**src/shared/pmc_defines.svh**
```systemverilog
// Purpose: Offsets, field positions, reset values and timing counts of the
//          power management control register bank.
// Assumes: 100 MHz system clock; classic Wishbone with 32-bit data.
// Notes:   Definitions only; included by bare name.
`ifndef PMC_DEFINES_SVH
`define PMC_DEFINES_SVH

// ----------------------------------------------------------------------
// Register byte offsets.
// ----------------------------------------------------------------------
`define PMC_ADDR_W 8
`define PMC_OFS_TXFREE 8'h1c
`define PMC_OFS_PMCTL 8'h20
`define PMC_OFS_IRQ_STS 8'h28
`define PMC_OFS_IRQ_MASK 8'h2c

// ----------------------------------------------------------------------
// Field positions and reset values.
// ----------------------------------------------------------------------
`define PMC_TXFREE_W 16
`define PMC_TX_CAP 16'h2000
`define PMC_BIT_RCWS 9
`define PMC_BIT_RCWE 8
`define PMC_BIT_READY 7
`define PMC_SUSP_HI 6
`define PMC_SUSP_LO 5
`define PMC_BIT_PHYRST 4
`define PMC_BIT_WOL 3
`define PMC_BIT_ED 2
`define PMC_WC_HI 1
`define PMC_WC_LO 0
`define PMC_SUSP_DEF 2'h2
`define PMC_WC_NONE 2'h0
`define PMC_WC_ED 2'h1
`define PMC_WC_LAN 2'h2
`define PMC_WC_MULTI 2'h3
`define PMC_SLEEP_MAX_V3 1'b1
`define PMC_SUSP_S3 2'h3

// ----------------------------------------------------------------------
// Outside-domain inputs, one bit each in the synchroniser vectors.
// ----------------------------------------------------------------------
`define PMC_PIN_N 4
`define PMC_PIN_ED 0
`define PMC_PIN_LAN 1
`define PMC_PIN_PCLK 2
`define PMC_PIN_WDG 3

// ----------------------------------------------------------------------
// Interrupt status bits (same layout in the mask register).
// ----------------------------------------------------------------------
`define PMC_IRQ_W 4
`define PMC_IRQ_WAKE 0
`define PMC_IRQ_PHYDONE 1
`define PMC_IRQ_READY 2
`define PMC_IRQ_RESUME 3

// ----------------------------------------------------------------------
// Timing: PHY reset hold of 2 ms in whole cycles, clock MHz figure rounded down.
// ----------------------------------------------------------------------
`define PMC_CLK_HZ 100000000
`define PMC_PHYRST_US 2000
`define PMC_PHYRST_CYC ((`PMC_PHYRST_US * (`PMC_CLK_HZ / 1000000)))
`define PMC_CNT_W 24

`endif

```
**src/shared/pmc_pkg.sv**
```systemverilog
// Purpose: Types of the power management control register bank.
// Assumes: Constants come from pmc_defines.svh.
// Notes:   Nothing here is imported; users write pmc_pkg::name.
package pmc_pkg;

    // ------------------------------------------------------------------
    // Types.
    // ------------------------------------------------------------------
    // Wishbone request from the master.
    typedef struct packed {
        logic cyc;
        logic stb;
        logic we;
        logic [7:0] adr;
        logic [3:0] sel;
        logic [31:0] dat;
    } pmc_wb_req_t;

    // Resume completion event from the USB side.
    typedef struct packed {
        logic done;
        logic remote;
        logic by_lan;
    } pmc_resume_t;

    // Power phase of the device.
    typedef enum logic [1:0] {
        PMC_INIT,
        PMC_NORMAL,
        PMC_PHY_WAIT
    } pmc_phase_t;

endpackage : pmc_pkg
```
**src/core/pmc_regs.sv**
```systemverilog
// Purpose: Transmit free-space and power management control registers,
//          reached over classic Wishbone, with a wake interrupt.
// Assumes: One 100 MHz clock; outside-domain inputs pass three flops.
// Notes:   Every output comes straight from a flip-flop.
//
// Register access over Wishbone is this design's own decision.
`include "pmc_defines.svh"

module pmc_regs (
    input wire logic I_CLK,
    input wire logic I_RSTN,
    input wire logic I_WB_CYC,
    input wire logic I_WB_STB,
    input wire logic I_WB_WE,
    input wire logic [7:0] I_WB_ADR,
    input wire logic [3:0] I_WB_SEL,
    input wire logic [31:0] I_WB_DAT,
    output logic O_WB_ACK,
    output logic [31:0] O_WB_DAT,
    input wire logic i_tx_push,
    input wire logic [15:0] i_tx_push_bytes,
    input wire logic i_tx_pop,
    input wire logic [15:0] i_tx_pop_bytes,
    input wire logic i_config_done,
    input wire logic i_phy_clk_ok,
    input wire logic i_watchdog_expired,
    input wire logic i_configured,
    input wire logic i_deconfigure,
    input wire logic i_suspend_entry,
    input wire logic i_energy_event,
    input wire logic i_lan_event,
    input wire logic i_resume_done,
    input wire logic i_resume_remote,
    input wire logic i_resume_by_lan,
    output logic O_PHY_RESET,
    output logic O_USB_NAK,
    output logic [1:0] O_SLEEP_STATE,
    output logic O_CLR_FRAME_FLAGS,
    output logic O_IRQ
);

    // ------------------------------------------------------------------
    // State of the block.
    // ------------------------------------------------------------------
    typedef struct packed {
        logic [`PMC_PIN_N-1:0] sync1;
        logic [`PMC_PIN_N-1:0] sync2;
        logic [`PMC_PIN_N-1:0] sync3;
        logic [`PMC_PIN_N-1:0] pin_lvl;
        logic [15:0] tx_free;
        logic rcws;
        logic rcwe;
        logic ready;
        logic [1:0] susp;
        logic phy_reset_pulse;
        logic [`PMC_CNT_W-1:0] phy_cnt;
        logic lan_wake_enable;
        logic energy_detect_wake_enable;
        logic arm_wol;
        logic arm_ed;
        logic [1:0] wake_cause;
        logic [`PMC_IRQ_W-1:0] irq_sts;
        logic [`PMC_IRQ_W-1:0] irq_mask;
        logic ack;
        logic [31:0] rdat;
        logic nak;
        logic [1:0] sleep;
        logic clr_frame;
        logic irq;
        pmc_pkg::pmc_phase_t phase;
    } pmc_state_t;

    pmc_state_t st_reg;
    pmc_state_t st_next;
    pmc_pkg::pmc_wb_req_t req;
    pmc_pkg::pmc_resume_t res;
    logic [`PMC_PIN_N-1:0] pin_raw;
    logic [`PMC_PIN_N-1:0] pin_agree;
    logic [`PMC_PIN_N-1:0] pin_rise;
    logic phy_go;

    // Bus and resume signals gathered into their carriers.
    assign req = '{cyc: I_WB_CYC, stb: I_WB_STB, we: I_WB_WE, adr: I_WB_ADR,
                   sel: I_WB_SEL, dat: I_WB_DAT};
    assign res = '{done: i_resume_done, remote: i_resume_remote, by_lan: i_resume_by_lan};

    // ------------------------------------------------------------------
    // Inputs from outside the clock domain.
    // ------------------------------------------------------------------
    // The energy and line events, the PHY clock status and the watchdog
    // arrive from other domains.  Each passes three flip-flops; the first
    // stage may go metastable, so only the second and third are looked at.
    // A new level is accepted once those two agree, which also rejects a
    // one-cycle glitch that slips through the first stage.
    assign pin_raw[`PMC_PIN_ED] = i_energy_event;
    assign pin_raw[`PMC_PIN_LAN] = i_lan_event;
    assign pin_raw[`PMC_PIN_PCLK] = i_phy_clk_ok;
    assign pin_raw[`PMC_PIN_WDG] = i_watchdog_expired;

    // Stages two and three hold the same value.
    assign pin_agree = ~(st_reg.sync2 ^ st_reg.sync3);

    // A filtered level that goes from low to high is one event.  The
    // filtered level resets low, the idle level of every pin, so no false
    // edge follows reset.
    assign pin_rise = pin_agree & st_reg.sync3 & ~st_reg.pin_lvl;

    // The reset sequence may finish once PHY clocks run, or once the
    // watchdog has given up waiting for them.
    assign phy_go = st_reg.pin_lvl[`PMC_PIN_PCLK] || st_reg.pin_lvl[`PMC_PIN_WDG];

    // ------------------------------------------------------------------
    // Next-state logic.
    // ------------------------------------------------------------------
    // Computes every register, the bus answer and the outputs.
    // Later assignments below override earlier ones, so the order sets the
    // priority: software writes, then wake sets, then resume clears, then
    // deconfiguration.  The interrupt status takes its events last of all.
    always_comb begin
        logic acc;
        logic wr_pm;
        logic wr_irq;
        logic [15:0] sum;
        logic [1:0] wset;
        logic [`PMC_IRQ_W-1:0] ev;
        acc = 1'b0;
        wr_pm = 1'b0;
        wr_irq = 1'b0;
        sum = 16'h0000;
        wset = 2'h0;
        ev = '0;
        st_next = st_reg;
        // Synchroniser chains advance every cycle; stage one feeds only stage two.
        st_next.sync1 = pin_raw;
        st_next.sync2 = st_reg.sync1;
        st_next.sync3 = st_reg.sync2;
        // The filtered level follows stage three only while two and three agree.
        st_next.pin_lvl = (pin_agree & st_reg.sync3) | (~pin_agree & st_reg.pin_lvl);

        // Free space: drain adds, push subtracts, clamped to capacity.
        // A drain and a push in one cycle both count; the drain is applied
        // first, so a full FIFO can take a push in the cycle that it drains.
        sum = st_reg.tx_free;
        if (i_tx_pop) begin
            if (i_tx_pop_bytes > (`PMC_TX_CAP - sum)) begin
                sum = `PMC_TX_CAP;
            end else begin
                sum = 16'(sum + i_tx_pop_bytes);
            end
        end
        if (i_tx_push) begin
            sum = (i_tx_push_bytes > sum) ? 16'h0000 : 16'(sum - i_tx_push_bytes);
        end
        st_next.tx_free = sum;

        // Wishbone slave: one-cycle answer, ack drops the cycle after.
        // A request is taken only while ack is low, so a master that holds
        // its strobe through the ack cycle is never answered twice.
        acc = req.cyc && req.stb && !st_reg.ack;
        st_next.ack = acc;
        st_next.rdat = 32'h0000_0000;
        if (acc && !req.we) begin
            case (req.adr)
                `PMC_OFS_TXFREE: st_next.rdat = {16'h0000, st_reg.tx_free};
                `PMC_OFS_PMCTL: begin
                    st_next.rdat[`PMC_BIT_RCWS] = st_reg.rcws;
                    st_next.rdat[`PMC_BIT_RCWE] = st_reg.rcwe;
                    st_next.rdat[`PMC_BIT_READY] = st_reg.ready;
                    st_next.rdat[`PMC_SUSP_HI:`PMC_SUSP_LO] = st_reg.susp;
                    st_next.rdat[`PMC_BIT_PHYRST] = st_reg.phy_reset_pulse;
                    st_next.rdat[`PMC_BIT_WOL] = st_reg.lan_wake_enable;
                    st_next.rdat[`PMC_BIT_ED] = st_reg.energy_detect_wake_enable;
                    st_next.rdat[`PMC_WC_HI:`PMC_WC_LO] = st_reg.wake_cause;
                end
                `PMC_OFS_IRQ_STS: st_next.rdat[`PMC_IRQ_W-1:0] = st_reg.irq_sts;
                `PMC_OFS_IRQ_MASK: st_next.rdat[`PMC_IRQ_W-1:0] = st_reg.irq_mask;
                default: st_next.rdat = 32'h0000_0000;
            endcase
        end
        wr_pm = acc && req.we && (req.adr == `PMC_OFS_PMCTL);
        wr_irq = acc && req.we && (req.adr == `PMC_OFS_IRQ_STS);

        // Software writes to the power management control register.
        // Bits 9:8 sit in byte lane one and bits 7:0 in lane zero; the other
        // lanes hold only reserved bits and are ignored.
        if (wr_pm && req.sel[1]) begin
            st_next.rcws = req.dat[`PMC_BIT_RCWS];
            st_next.rcwe = req.dat[`PMC_BIT_RCWE];
        end
        if (wr_pm && req.sel[0]) begin
            st_next.susp = req.dat[`PMC_SUSP_HI:`PMC_SUSP_LO];
            st_next.lan_wake_enable = req.dat[`PMC_BIT_WOL];
            st_next.energy_detect_wake_enable = req.dat[`PMC_BIT_ED];
            if (req.dat[`PMC_WC_HI] || req.dat[`PMC_WC_LO]) begin
                st_next.wake_cause = `PMC_WC_NONE;
            end
        end
        if (acc && req.we && req.adr == `PMC_OFS_IRQ_MASK && req.sel[0]) begin
            st_next.irq_mask = req.dat[`PMC_IRQ_W-1:0];
        end

        // Enables are captured on entry to the reduced-power state.
        // Arming copies the enables, so a change of the enable bits while
        // asleep does not alter which sources may set the cause.
        if (i_suspend_entry) begin
            st_next.arm_wol = st_reg.lan_wake_enable;
            st_next.arm_ed = st_reg.energy_detect_wake_enable;
        end
        // Wake events set the cause only for sources armed before sleep.
        wset[`PMC_WC_LO] = st_reg.arm_ed && pin_rise[`PMC_PIN_ED];
        wset[`PMC_WC_HI] = st_reg.arm_wol && pin_rise[`PMC_PIN_LAN];
        // An event that finds a cause already recorded reports multiple events.
        // A set in the same cycle as a software clear wins, so none is lost.
        if (wset != 2'h0) begin
            if (st_next.wake_cause != `PMC_WC_NONE || wset == `PMC_WC_MULTI) begin
                st_next.wake_cause = `PMC_WC_MULTI;
            end else begin
                st_next.wake_cause = wset;
            end
            ev[`PMC_IRQ_WAKE] = 1'b1;
        end

        // Resume completion: status and enable clearing.
        // Only a remote resume caused by a frame or packet clears the wake
        // cause, and only its LAN bit; a host resume leaves the wake cause and enables as they were.
        st_next.clr_frame = 1'b0;
        if (res.done) begin
            ev[`PMC_IRQ_RESUME] = 1'b1;
            if (st_reg.rcws && res.remote && res.by_lan) begin
                st_next.clr_frame = 1'b1;
                st_next.wake_cause[`PMC_WC_HI] = 1'b0;
            end
            if (st_reg.rcwe && res.remote) begin
                st_next.lan_wake_enable = 1'b0;
                st_next.energy_detect_wake_enable = 1'b0;
                st_next.arm_wol = 1'b0;
                st_next.arm_ed = 1'b0;
            end
        end

        // Deconfiguration returns to unconfigured with suspend field 10b.
        if (i_deconfigure) begin
            st_next.susp = `PMC_SUSP_DEF;
        end
        // Unconfigured operation is limited to state 2; software keeps to it.
        // Code 11 selects state 3 on this variant of the part.
        st_next.sleep = (st_reg.susp == `PMC_SUSP_S3) ?
                        {1'b1, `PMC_SLEEP_MAX_V3} : st_reg.susp;

        // Phase machine: ready, PHY reset hold and NAK.
        // INIT waits for configuration and a finished reset; NORMAL accepts a
        // PHY reset request; PHY_WAIT counts the minimum hold and then waits
        // for PHY clocks or the watchdog before it releases PHY and bus NAK.
        case (st_reg.phase)
            pmc_pkg::PMC_INIT: begin
                if (i_config_done && phy_go) begin
                    st_next.phase = pmc_pkg::PMC_NORMAL;
                    st_next.ready = 1'b1;
                    ev[`PMC_IRQ_READY] = 1'b1;
                end
            end
            pmc_pkg::PMC_NORMAL: begin
                if (!i_configured && i_deconfigure) begin
                    st_next.ready = 1'b1;
                end
                if (wr_pm && req.sel[0] && req.dat[`PMC_BIT_PHYRST]) begin
                    st_next.phy_reset_pulse = 1'b1;
                    st_next.phy_cnt = '0;
                    st_next.nak = 1'b1;
                    st_next.phase = pmc_pkg::PMC_PHY_WAIT;
                end
            end
            pmc_pkg::PMC_PHY_WAIT: begin
                // Writes to the bit are ignored while it reads high.
                st_next.phy_reset_pulse = 1'b1;
                // The counter stops at the end of the hold, so a missing PHY
                // clock cannot make it wrap and shorten a later hold.
                if (st_reg.phy_cnt < `PMC_CNT_W'(`PMC_PHYRST_CYC - 1)) begin
                    st_next.phy_cnt = `PMC_CNT_W'(st_reg.phy_cnt + 1'b1);
                end else if (phy_go) begin
                    st_next.phy_reset_pulse = 1'b0;
                    st_next.nak = 1'b0;
                    st_next.phase = pmc_pkg::PMC_NORMAL;
                    ev[`PMC_IRQ_PHYDONE] = 1'b1;
                end
            end
            default: st_next.phase = pmc_pkg::PMC_INIT;
        endcase

        // Sticky interrupt status: set wins over write-one-to-clear.
        if (wr_irq && req.sel[0]) begin
            st_next.irq_sts = st_reg.irq_sts & ~req.dat[`PMC_IRQ_W-1:0];
        end
        st_next.irq_sts = st_next.irq_sts | ev;
        // A mask bit at one keeps its status bit off the interrupt line.
        st_next.irq = |(st_next.irq_sts & ~st_next.irq_mask);
    end

    // ------------------------------------------------------------------
    // State register.
    // ------------------------------------------------------------------
    // Holds all state; reset gives the register defaults.
    // The asynchronous reset branch loads constants only.
    always_ff @(posedge I_CLK or negedge I_RSTN) begin
        if (!I_RSTN) begin
            st_reg <= '0;
            st_reg.tx_free <= `PMC_TX_CAP;
            st_reg.rcwe <= 1'b1;
            st_reg.susp <= `PMC_SUSP_DEF;
            st_reg.sleep <= `PMC_SUSP_DEF;
            st_reg.phase <= pmc_pkg::PMC_INIT;
        end else begin
            st_reg <= st_next;
        end
    end

    // Outputs straight from the state flip-flops.
    assign O_WB_ACK = st_reg.ack;
    assign O_WB_DAT = st_reg.rdat;
    assign O_PHY_RESET = st_reg.phy_reset_pulse;
    assign O_USB_NAK = st_reg.nak;
    assign O_SLEEP_STATE = st_reg.sleep;
    assign O_CLR_FRAME_FLAGS = st_reg.clr_frame;
    assign O_IRQ = st_reg.irq;

endmodule : pmc_regs

```
**config.mk**
```make
export PLATFORM = sky130hd
export DESIGN_NAME = pmc_regs
export DESIGN_NICKNAME = d
export VERILOG_FILES = /design/src/shared/pmc_pkg.sv /design/src/core/pmc_regs.sv
export VERILOG_INCLUDE_DIRS = /design/src /design/src/shared
export SDC_FILE = /design/constraint.sdc
export NUM_CORES = 1
export LEC_CHECK = 0
export BUFFER_PORTS_ARGS = -buffer_cell sky130_fd_sc_hd__buf_4
export CAP_MARGIN = 20
export CORE_ASPECT_RATIO = 1.1
export CORE_MARGIN = 2
export CORE_UTILIZATION = 50
export CTS_BUF_LIST = sky130_fd_sc_hd__clkbuf_4
export DETAILED_ROUTE_END_ITERATION = 10
export GPL_TIMING_DRIVEN = 0
export PLACE_DENSITY = 0.73
export SYNTH_ARGS = -nofsm -noshare
export SYNTH_HDL_FRONTEND = slang
export SYNTH_SLANG_ARGS = --single-unit
```
**constraint.sdc**
```tcl
create_clock -name I_CLK -period 16.5 [get_ports I_CLK]
set_input_delay 2.475 -clock I_CLK [delete_from_list [all_inputs] [get_ports I_CLK]]
set_output_delay 2.475 -clock I_CLK [all_outputs]
set_load 0.03 [all_outputs]
```
==> results.yml, run 1 <==
min_path:
  hold_path.class: "register to register"
placement:
  dp_hpwl_um: 12820
  dpl_cell_area_um2: 7729
  portBuffers: 91
  gp_congestion: 0.8858
cells_and_area:
  multiInputGateArea_um2: 3814
  diodes: 0
  nNetsFinal: 986
  register_area_um2: 2507
  area.growth.synth_to_final_pct: 16.51
  drive_gt1_frac: 0.2062
  final_area_um2: 7876
  nFillCells: 1178
  largest_reg_flops: 65
  final_util: 0.5961
sta:
  rsz0062_at_grt: "false"
  slew_viol_final: 0
  slew_headroom: 0.4839
  fin_tns_setup_ns: 0
  timing.fmax_mhz: 138.5
  hold_slack_ns: 0.3706
  hold_viol_final: 0
  worst_clock_skew_ns: 0.02424
  worst_slew_pin_slew_ns: 0.7690
  period_needed_ns: 7.218
  period_share: 0.4374
  finalSetupViolations: 0
floorplan:
  fp.dieW_um: 114.9
  die_y_um: 126.0
  num_rows: 44
  start_util: 0.5116
  core_um2: 13210
  dieArea_um2: 14470
  pin_count: 133
routing:
  drtIter0Drc: 316
  drt_wl_total_um: 15940
  antenna_left: 0
  num_vias: 5627
  routedWlPerCell_um: 15.94
  drc: 0
  drtPass1Iterations: 7
  vias_per_cell: 5.627
power:
  ir_drop_uv: 62.93
  p_int_uw: 531.4
  power-per-cell-area_nw_per_um2: 119.2
  combPwrFrac: 0.544
  p_seq_frac: 0.308
  power_leakage_uw: 0.003916
  clkPwrFrac: 0.147
  switchingPower_uw: 407.2
  total_power_uw: 938.6
  switching_share: 0.4338
clocking:
  cts_tree: "built"
  clock_latency_ns: 0.48
  post_cts_resized: 0
  clk_path_buf_depth: 2
  root_buffer: "clkbuf_4"
  clkSinkCount: 100
  htree_levels: 3
  cts_setup_buffers: 0
  cts.clk_slew.worst_paths_ns: 0.16
  numCtsBuffers: 9
  hold_buffers: 0
synth:
  synthFlopType: "dfrtp_1"
  synth_cell_types: 71
  ys_async_sr_fraction: 1.000
  synthesis.area_um2: 6760
  synth_edf_count: 0
  syn_inst: 716
  synth.avg_cell_area_um2: 9.442
  synth_warnings: 0
  seq_area_frac_synth: 0.3709
  ys_seq_elements: 100
worst_setup_path:
  cp_num_buf_inv: 3
  cp-start-kind: "primary input"
  startpoint: "i_tx_pop_bytes[15]"
  r2r_end: "st_reg[96]"
  crit_fanout: 10
  criticalPathCategory: "primary input to register"
  arrival_ns: 7.56
  endpoint: "st_reg[96]"
  ff2ff_path_depth: 23
  cp_cell_sequence: "buf_4 -> ha_1 -> nand4_1 -> nor4_1 -> a221oi_2 -> o21ai_1 -> clkbuf_1 -> o2bb2ai_1 -> ha_1 -> nor2b_1 -> o31ai_1 -> a21oi_1 -> o21bai_1 -> a41oi_1 -> a21boi_1 -> clkbuf_1 -> o221ai_1"
  reg2reg_from: "st_reg[85]"
  slowest_delay_ns: 0.64
  slowest_stage: "o21ai_1"
  cp_top_family: "compound AO/OA/AOI/OAI gates"
  cp.required_ns: 16.85
  cp.depth: 17
  ff2ff_setup_slack_ns: 9.36
  crit_path_end_kind: "register"
global_routing:
  antenna_found_initial: 0
  grt_pass1_vias: 5448
  grt_usage: 0.2266
  grt_pass1_wl_um: 26300
  grt_overflow: 0
  grt_max_degree: 76
job:
  cap_violations: 0
status:
  status: "complete, no violations"
power groups by stage:
stage / Clock [uW] / Sequential (uW) / Combinational (uW)
after floorplan: 0 / 286 / 392
after global placement: 0 / 293 / 487
after detailed placement: 0 / 294 / 507
after CTS: 141 / 289 / 510
after global routing: 150 / 292 / 577
final: 138 / 290 / 511
worst min-delay path by stage:
stage	start	end	slack [ns]	depth (start not counted)
finish	st_next[111]	st_next[107]	0.37	0
CTS	st_next[110]	st_next[106]	0.38	0
global route	st_next[110]	st_next[106]	0.39	0
detailed placement	st_next[110]	st_next[106]	0.34	0
global placement	st_next[109]	st_next[105]	0.33	0
floorplan	st_next[108]	st_next[104]	0.33	0
cells in the mapped netlist (all sizes together) (10+ instances only):
master   instances  area, um2
a21o            17      127.6
a21oi           28      140.1
and3            10      62.56
buf             38      284.0
clkbuf          19      72.56
dfrtp           96       2402
ha              56      700.7
inv             37      138.9
mux2            13      146.4
nand2           69      259.0
nand2b          10      62.56
nand3           11      55.05
nor2            55      206.5
nor2b           11      68.82
nor3            15      75.07
o21ai           30      150.1
o221ai          14      122.6
o2bb2ai         10      87.58
xnor2           22      192.7
xor2            27      236.5
final cells by class:
cell class / count / share of cell area
buffer: 57 / 0.04527
clock inverter: 7 / 0.01017
tap: 161 / 0.02558
timing repair buffer: 92 / 0.09023
multi-input combinational: 537 / 0.4842
sequential: 100 / 0.3183
clock buffer: 9 / 0.008578
inverter: 37 / 0.01763
placed cells by master, fill, tap and decap left out, types with 11 or more instances in the layout:
| cell type | synthesis | final |
|---|---|---|
| inv_1 | 37 | 37 |
| nor2b_1 | 11 | 11 |
| o221ai_1 | 14 | 14 |
| nor2_1 | 55 | 55 |
| nand3_1 | 11 | 11 |
| mux2_2 | 13 | 13 |
| o21ai_0 | 29 | 29 |
| a21oi_1 | 28 | 28 |
| buf_4 | 35 | 126 |
| ha_1 | 56 | 56 |
| clkbuf_1 | 18 | 18 |
| xor2_1 | 27 | 27 |
| a21o_1 | 17 | 17 |
| conb_1 | 1 | 16 |
| nand2_1 | 69 | 69 |
| dfrtp_1 | 96 | 96 |
| nor3_1 | 15 | 15 |
| xnor2_1 | 22 | 22 |
worst reg2reg max path, stage by stage, from the launching register on:
cell	delay (ns)
dfrtp_1	0.50
inv_1	0.13
ha_1	0.19
nand2_1	0.07
or2_2	0.31
or3_1	0.39
o41ai_1	0.33
xor2_1	0.12
ha_1	0.31
nand4_1	0.17
nor4_1	0.44
a221oi_2	0.13
o21ai_1	0.64
clkbuf_1	0.47
o2bb2ai_1	0.15
ha_1	0.34
nor2b_1	0.16
o31ai_1	0.40
a21oi_1	0.18
o21bai_1	0.23
a41oi_1	0.19
a21boi_1	0.51
clkbuf_1	0.45
o221ai_1	0.21
stage by stage:
stage	setup slack [ns]	instances
2_1_floorplan	10.18	731
3_3_place_gp	9.055	983
3_5_place_dp	8.940	984
4_1_cts	9.459	1000
5_1_grt	8.739	1000
6_report	9.282	1000
metal layers:
metal,wire length [um],GRT usage,up-vias
met5,0,0,-
met4,318,0.07371,0
met3,738,0.02936,25
met2,7425,0.3557,153
met1,7457,0.3256,2686
li1,-,-,2763
logic make-up (layout without fill, tap and decap cells):
| kind of cell | count (synthesis) | count (layout) | share of synthesized area |
|---|---|---|---|
| buffers and inverters | 94 | 202 | 0.07329 |
| and+or+nand+nor | 223 | 223 | 0.1653 |
| other | 1 | 16 | 0.0005547 |
| DFF | 100 | 100 | 0.3709 |
| muxes | 19 | 19 | 0.03054 |
| xor gates and xnor gates | 49 | 49 | 0.06348 |
| AOI/OAI and AO/OA | 170 | 170 | 0.1834 |
| adders and majority gates | 60 | 60 | 0.1125 |
Note: power is estimated with default switching activity, not from simulation.
==> run 2: changes to the inputs <==
--- a/config.mk
+++ b/config.mk
@@ -6,6 +6,7 @@
 export SDC_FILE = /design/constraint.sdc
 export NUM_CORES = 1
 export LEC_CHECK = 0
+export ABC_AREA = 1
 export BUFFER_PORTS_ARGS = -buffer_cell sky130_fd_sc_hd__buf_4
 export CAP_MARGIN = 20
 export CORE_ASPECT_RATIO = 1.1
==> constraint.sdc (replaced) <==
create_clock -name I_CLK -period 7.2 [get_ports I_CLK]
set_input_delay 1.08 -clock I_CLK [delete_from_list [all_inputs] [get_ports I_CLK]]
set_output_delay 1.08 -clock I_CLK [all_outputs]
set_load 0.03 [all_outputs]
==> results.yml, run 2 <==
status:
  status: "complete, no violations"
global_routing:
  grt_use_met1: 0.2882
  met3_usage: 0.02561
  grtUsageMet2: 0.3453
  grt_pass1_vias: 6007
  grt_max_degree: 74
  grt_overflow: 0
  busiest_layer: "met2"
  grt_usage: 0.2132
  grt_pass1_wl_um: 27340
  antenna_found_initial: 1
clocking:
  cts.clk_slew.worst_paths_ns: 0.17
  clkSinkCount: 100
  post_cts_resized: 0
  numCtsBuffers: 9
  cts_tree: "built"
  root_buffer: "clkbuf_4"
  clock_latency_ns: 0.49
  cts_setup_buffers: 0
  htree_levels: 3
  clk_path_buf_depth: 2
  hold_buffers: 0
synth:
  yosys-top-cells-count: "nand2_1 (314), inv_1 (137), dfrtp_1 (96)"
  synth.avg_cell_area_um2: 7.203
  ys_seq_elements: 100
  muxShareOfSynthArea: 0.006089
  synth_warnings: 0
  yosysTopAreaCellShare: 0.3248
  synth-simple-area-share: 0.3078
  synth_edf_count: 0
  synth_compound_area_frac: 0.08187
  synth_area_leaders: "dfrtp_1 (32%), nand2_1 (16%), ha_1 (9.5%)"
  synth_top_family_by_area: "simple AND/OR/NAND/NOR gates"
  synthesis.area_um2: 7397
  synth_most_common_cell: "nand2_1"
  synthAdderAreaFrac: 0.1028
  synth-xor-area-share: 0.04381
  synthFlopType: "dfrtp_1"
  ys_async_sr_fraction: 1.000
  yosys.area.top_type: "dfrtp_1"
  syn_inst: 1027
  seq_area_frac_synth: 0.3390
  synth_cell_types: 48
worst_setup_path:
  r2r_end: "st_reg[96]"
  crit_fanout: 10
  ff2ff_path_depth: 27
  crit_path_end_kind: "register"
  ff2ff_setup_slack_ns: 1.55
  slowest_stage: "dfrtp_1"
  criticalPathCategory: "register to register"
  reg2reg_from: "st_reg[85]"
  cp-start-kind: "register"
  crit_top_cell: "nand2_1"
  slowest_delay_ns: 0.50
  arrival_ns: 6.07
  cp.required_ns: 7.62
floorplan:
  num_rows: 46
  dieArea_um2: 15780
  die_y_um: 131.6
  fp.dieW_um: 120.0
  pin_count: 133
  start_util: 0.5120
  core_um2: 14450
sta:
  period_needed_ns: 5.653
  slew_viol_final: 0
  period_share: 0.7851
  worst_slew_pin_slew_ns: 0.5709
  slew_headroom: 0.6173
  worst_clock_skew_ns: 0.02446
  hold_viol_final: 0
  fin_tns_setup_ns: 0
  timing.fmax_mhz: 176.9
  finalSetupViolations: 0
  rsz0062_at_grt: "false"
routing:
  drtIter0Drc: 479
  routedWlPerCell_um: 12.35
  num_vias: 6522
  vias_per_cell: 4.856
  antenna_left: 0
  drc: 0
  drt_wl_total_um: 16580
  drtPass1Iterations: 5
min_path:
  min_to: "st_next[107]"
  hold_path.class: "register to register"
  hold_depth: 0
  holdCritStartpoint: "st_next[111]"
cells_and_area:
  final_common_cell: "nand2_1"
  final_util: 0.5920
  area.growth.synth_to_final_pct: 15.61
  register_area_um2: 2507
  nFillCells: 1355
  multiInputGateArea_um2: 4073
  nNetsFinal: 1297
  layout_common_cells: "nand2_1 (314), inv_1 (137), buf_4 (126)"
  drive_gt1_frac: 0.1713
  largest_reg_flops: 65
power:
  power_leakage_uw: 0.004708
  power-per-cell-area_nw_per_um2: 332.1
  ir_drop_uv: 228.7
placement:
  dp_hpwl_um: 13530
  gp_congestion: 0.9036
  portBuffers: 91
job:
  cap_violations: 0
-- run 2: cell type report --
class / instances / area share
Inverter: 139 / 0.06159
Tap cell: 192 / 0.02809
Buffer: 50 / 0.04053
Timing Repair Buffer: 92 / 0.08310
Multi-Input combinational cell: 753 / 0.4762
Sequential cell: 100 / 0.2932
Antenna cell: 1 / 0.0002926
Clock buffer: 9 / 0.007901
Clock inverter: 7 / 0.009071
-- run 2: logic make-up after synthesis --
group                      after synthesis
AOI/OAI and AO/OA                      104
xor gates and xnor gates                37
adders and majority gates               60
buffers and inverters                  189
DFF                                    100
muxes                                    4
other                                    1
and+or+nand+nor                        532
-- run 2: worst max-delay path by stage --
stage,slack (ns),endpoint,startpoint,cells past startpoint
after floorplan,2.68,st_reg[92],st_reg[85],27
after global placement,1.63,st_reg[96],st_reg[85],27
after detailed placement,1.59,st_reg[96],st_reg[85],27
after CTS,1.54,st_reg[96],st_reg[85],27
after global routing,1.06,st_reg[92],st_reg[85],27
final,1.55,st_reg[96],st_reg[85],27
-- run 2: where the power goes --
| group | internal, uW | switching (uW) | total, uW | leakage, uW |
|---|---|---|---|---|
| logic | 701 | 1120 | 1820 | 0.00336 |
| registers | 625 | 88.3 | 714 | 0.00128 |
| clock network | 82.8 | 221 | 304 | 0.0000750 |
| total | 1410 | 1430 | 2840 | 0.00471 |
-- run 2: critical path: cells and delay by family (launching register included) --
family	cells	cell delay, ns
AND/OR/NAND/NOR	14	2.39
buffers and inverters	5	0.81
flip-flops	1	0.50
adder cells (fa/ha/maj)	4	1.07
AO/OA/AOI/OAI	3	0.76
XOR/XNOR	1	0.09
-- run 2: metrics by stage --
stage	std cells	hold slack (ns)	power (uW)	setup WS (ns)	cell area [um2]
after floorplan	1042	0.3312	2132	2.676	7453
after global placement	1325	0.3314	2499	1.631	8377
after detailed placement	1326	0.3358	2538	1.594	8404
after CTS	1342	0.3744	2851	1.542	8549
after global routing	1343	0.3823	3156	1.057	8552
final	1343	0.3736	2840	1.547	8552
-- run 2: routing by layer --
metal	vias to the layer above	routed length, um
met3	30	791
met5	-	0
met1	2881	7805
met4	0	471
li1	3446	-
met2	165	7514
==> run 3: changes to the inputs <==
--- a/config.mk
+++ b/config.mk
@@ -15,7 +15,7 @@
 export CTS_BUF_LIST = sky130_fd_sc_hd__clkbuf_4
 export DETAILED_ROUTE_END_ITERATION = 10
 export GPL_TIMING_DRIVEN = 0
-export PLACE_DENSITY = 0.73
+export PLACE_DENSITY = 0.76
 export SYNTH_ARGS = -nofsm -noshare
 export SYNTH_HDL_FRONTEND = slang
 export SYNTH_SLANG_ARGS = --single-unit
==> constraint.sdc (replaced) <==
create_clock -name I_CLK -period 5.2 [get_ports I_CLK]
set_input_delay 0.78 -clock I_CLK [delete_from_list [all_inputs] [get_ports I_CLK]]
set_output_delay 0.78 -clock I_CLK [all_outputs]
set_load 0.03 [all_outputs]
==> results.yml, run 3 (same netlist as run 2, synthesis figures left out) <==
status:
  status: "complete, no violations"
cells_and_area:
  final_util: 0.6003
  layout_common_cells: "nand2_1 (311), inv_1 (137), buf_4 (132)"
  drive_gt1_frac: 0.1851
  fin_cells: 1349
  nFillCells: 1396
  nNetsFinal: 1303
  largest_reg_flops: 65
  final_common_cell: "nand2_1"
  area.growth.synth_to_final_pct: 17.24
sta:
  hold_viol_final: 0
  rsz0062_at_grt: "false"
  slew_headroom: 0.6248
  period_share: 0.9310
  worst_clock_skew_ns: 0.02664
  timing.fmax_mhz: 206.6
  period_needed_ns: 4.841
  finalSetupViolations: 0
  slew_viol_final: 0
  hold_slack_ns: 0.2509
  worst_slew_pin_slew_ns: 0.5628
clocking:
  hold_buffers: 0
  clkSinkCount: 100
  clock_latency_ns: 0.50
  htree_levels: 3
  cts.clk_slew.worst_paths_ns: 0.19
  root_buffer: "clkbuf_4"
  clk_path_buf_depth: 2
  cts_tree: "built"
  numCtsBuffers: 9
worst_setup_path:
  cp-start-kind: "register"
  crit_fanout: 10
  arrival_ns: 5.28
  slowest_delay_ns: 0.49
  crit_path_end_kind: "register"
  r2r_end: "st_reg[90]"
  ff2ff_path_depth: 28
  cp.required_ns: 5.64
  reg2reg_from: "st_reg[84]"
  endpoint: "st_reg[90]"
  slowest_stage: "dfrtp_2"
  startpoint: "st_reg[84]"
  criticalPathCategory: "register to register"
  ff2ff_setup_slack_ns: 0.36
routing:
  drtIter0Drc: 374
  antenna_left: 0
  drtPass1Iterations: 5
  drt_wl_total_um: 16570
  drc: 0
  num_vias: 6557
  route.met3.wl_um: 668
  wl_met2_um: 7622
  vias_per_cell: 4.861
  routedWlPerCell_um: 12.28
  drt-met1-wl_um: 7808
  top_layer_used: "met4"
global_routing:
  grt_pass1_wl_um: 27750
  grt_usage: 0.2150
  grt_max_degree: 60
  grt_pass1_vias: 6159
  antenna_found_initial: 1
  grt_overflow: 0
placement:
  dp_hpwl_um: 13470
  portBuffers: 91
  dp.cells: 1326
  gp_congestion: 0.9303
min_path:
  hold_path.class: "primary input to async pin"
floorplan:
  pin_count: 133
  die_y_um: 131.6
  dieArea_um2: 15780
  fp.dieW_um: 120.0
  num_rows: 46
  start_util: 0.5120
  core_um2: 14450
power:
  power_leakage_uw: 0.004761
  power-per-cell-area_nw_per_um2: 470.5
  ir_drop_uv: 260.7
job:
  cap_violations: 0
==> run 3: cell count changes in the layout (fill, tap and decap cells not counted), sizes merged <==
cell      before  now
buf          133  139
clkinv         3    4
clkinvlp       1    0
==> run 3: worst min-delay path by stage <==
stage	startpoint	end	slack, ns
floorplan	st_next[108]	st_next[104]	0.33
CTS	I_RSTN	st_reg[51]	0.24
global route	I_RSTN	async pin	0.25
detailed placement	st_next[111]	st_next[107]	0.33
finish	I_RSTN	st_next[109]	0.25
global placement	st_next[110]	st_next[106]	0.33
==> run 3: area by class of cell <==
class	instances	area, um2	area share
inverters	139	526.8	0.06074
diodes	1	2.502	0.0002886
flip-flops and latches	100	2510	0.2894
well taps	192	240.2	0.02770
clock inverters	7	86.33	0.009955
clock buffers	9	67.56	0.007791
plain buffers	50	352.8	0.04069
repair buffers	98	755.7	0.08714
multi-input cells	753	4130	0.4763
==> run 3: stage by stage <==
| step | worst slack, ns | area [um2] | TNS (ns) | power [uW] |
|---|---|---|---|---|
| final | 0.3588 | 8672 | 0 | 4080 |
| after global routing | 0.01232 | 8672 | 0 | 4519 |
| after CTS | 0.008559 | 8594 | 0 | 3986 |
| after detailed placement | -0.4124 | 8404 | -5.024 | 3511 |
| after global placement | -0.3846 | 8377 | -4.555 | 3452 |
| after floorplan | 0.6756 | 7453 | 0 | 2952 |
==> run 3: repair_timing <==
item / 4_1_cts / 5_1_grt
gates cloned: 0 / 0
gates resized for setup: 5 / 13
pin swaps: 1 / 4
setup buffers: 2 / 4
setup endpoints to repair: 16 / 16
==> run 3: where the power goes <==
group	leakage (uW)	switching, uW	internal, uW
logic	0.00340	1610	1050
registers	0.00127	123	867
clock network	0.0000835	310	120
total	0.00476	2040	2040
==> run 3: per-layer routing <==
layer  track usage  vias up
met2        0.3497      142
met5             0        -
met4       0.09673        0
li1              -     3448
met1        0.2823     2937
met3       0.03082       30
==> run 3: worst max-delay path, delay by kind of cell (launching register included) <==
| family | cells | cell delay, ns |
|---|---|---|
| flip-flops | 1 | 0.49 |
| AO/OA/AOI/OAI | 5 | 0.81 |
| adder cells (fa/ha/maj) | 4 | 0.99 |
| buffers and inverters | 5 | 0.60 |
| AND/OR/NAND/NOR | 13 | 1.73 |
| XOR/XNOR | 1 | 0.17 |
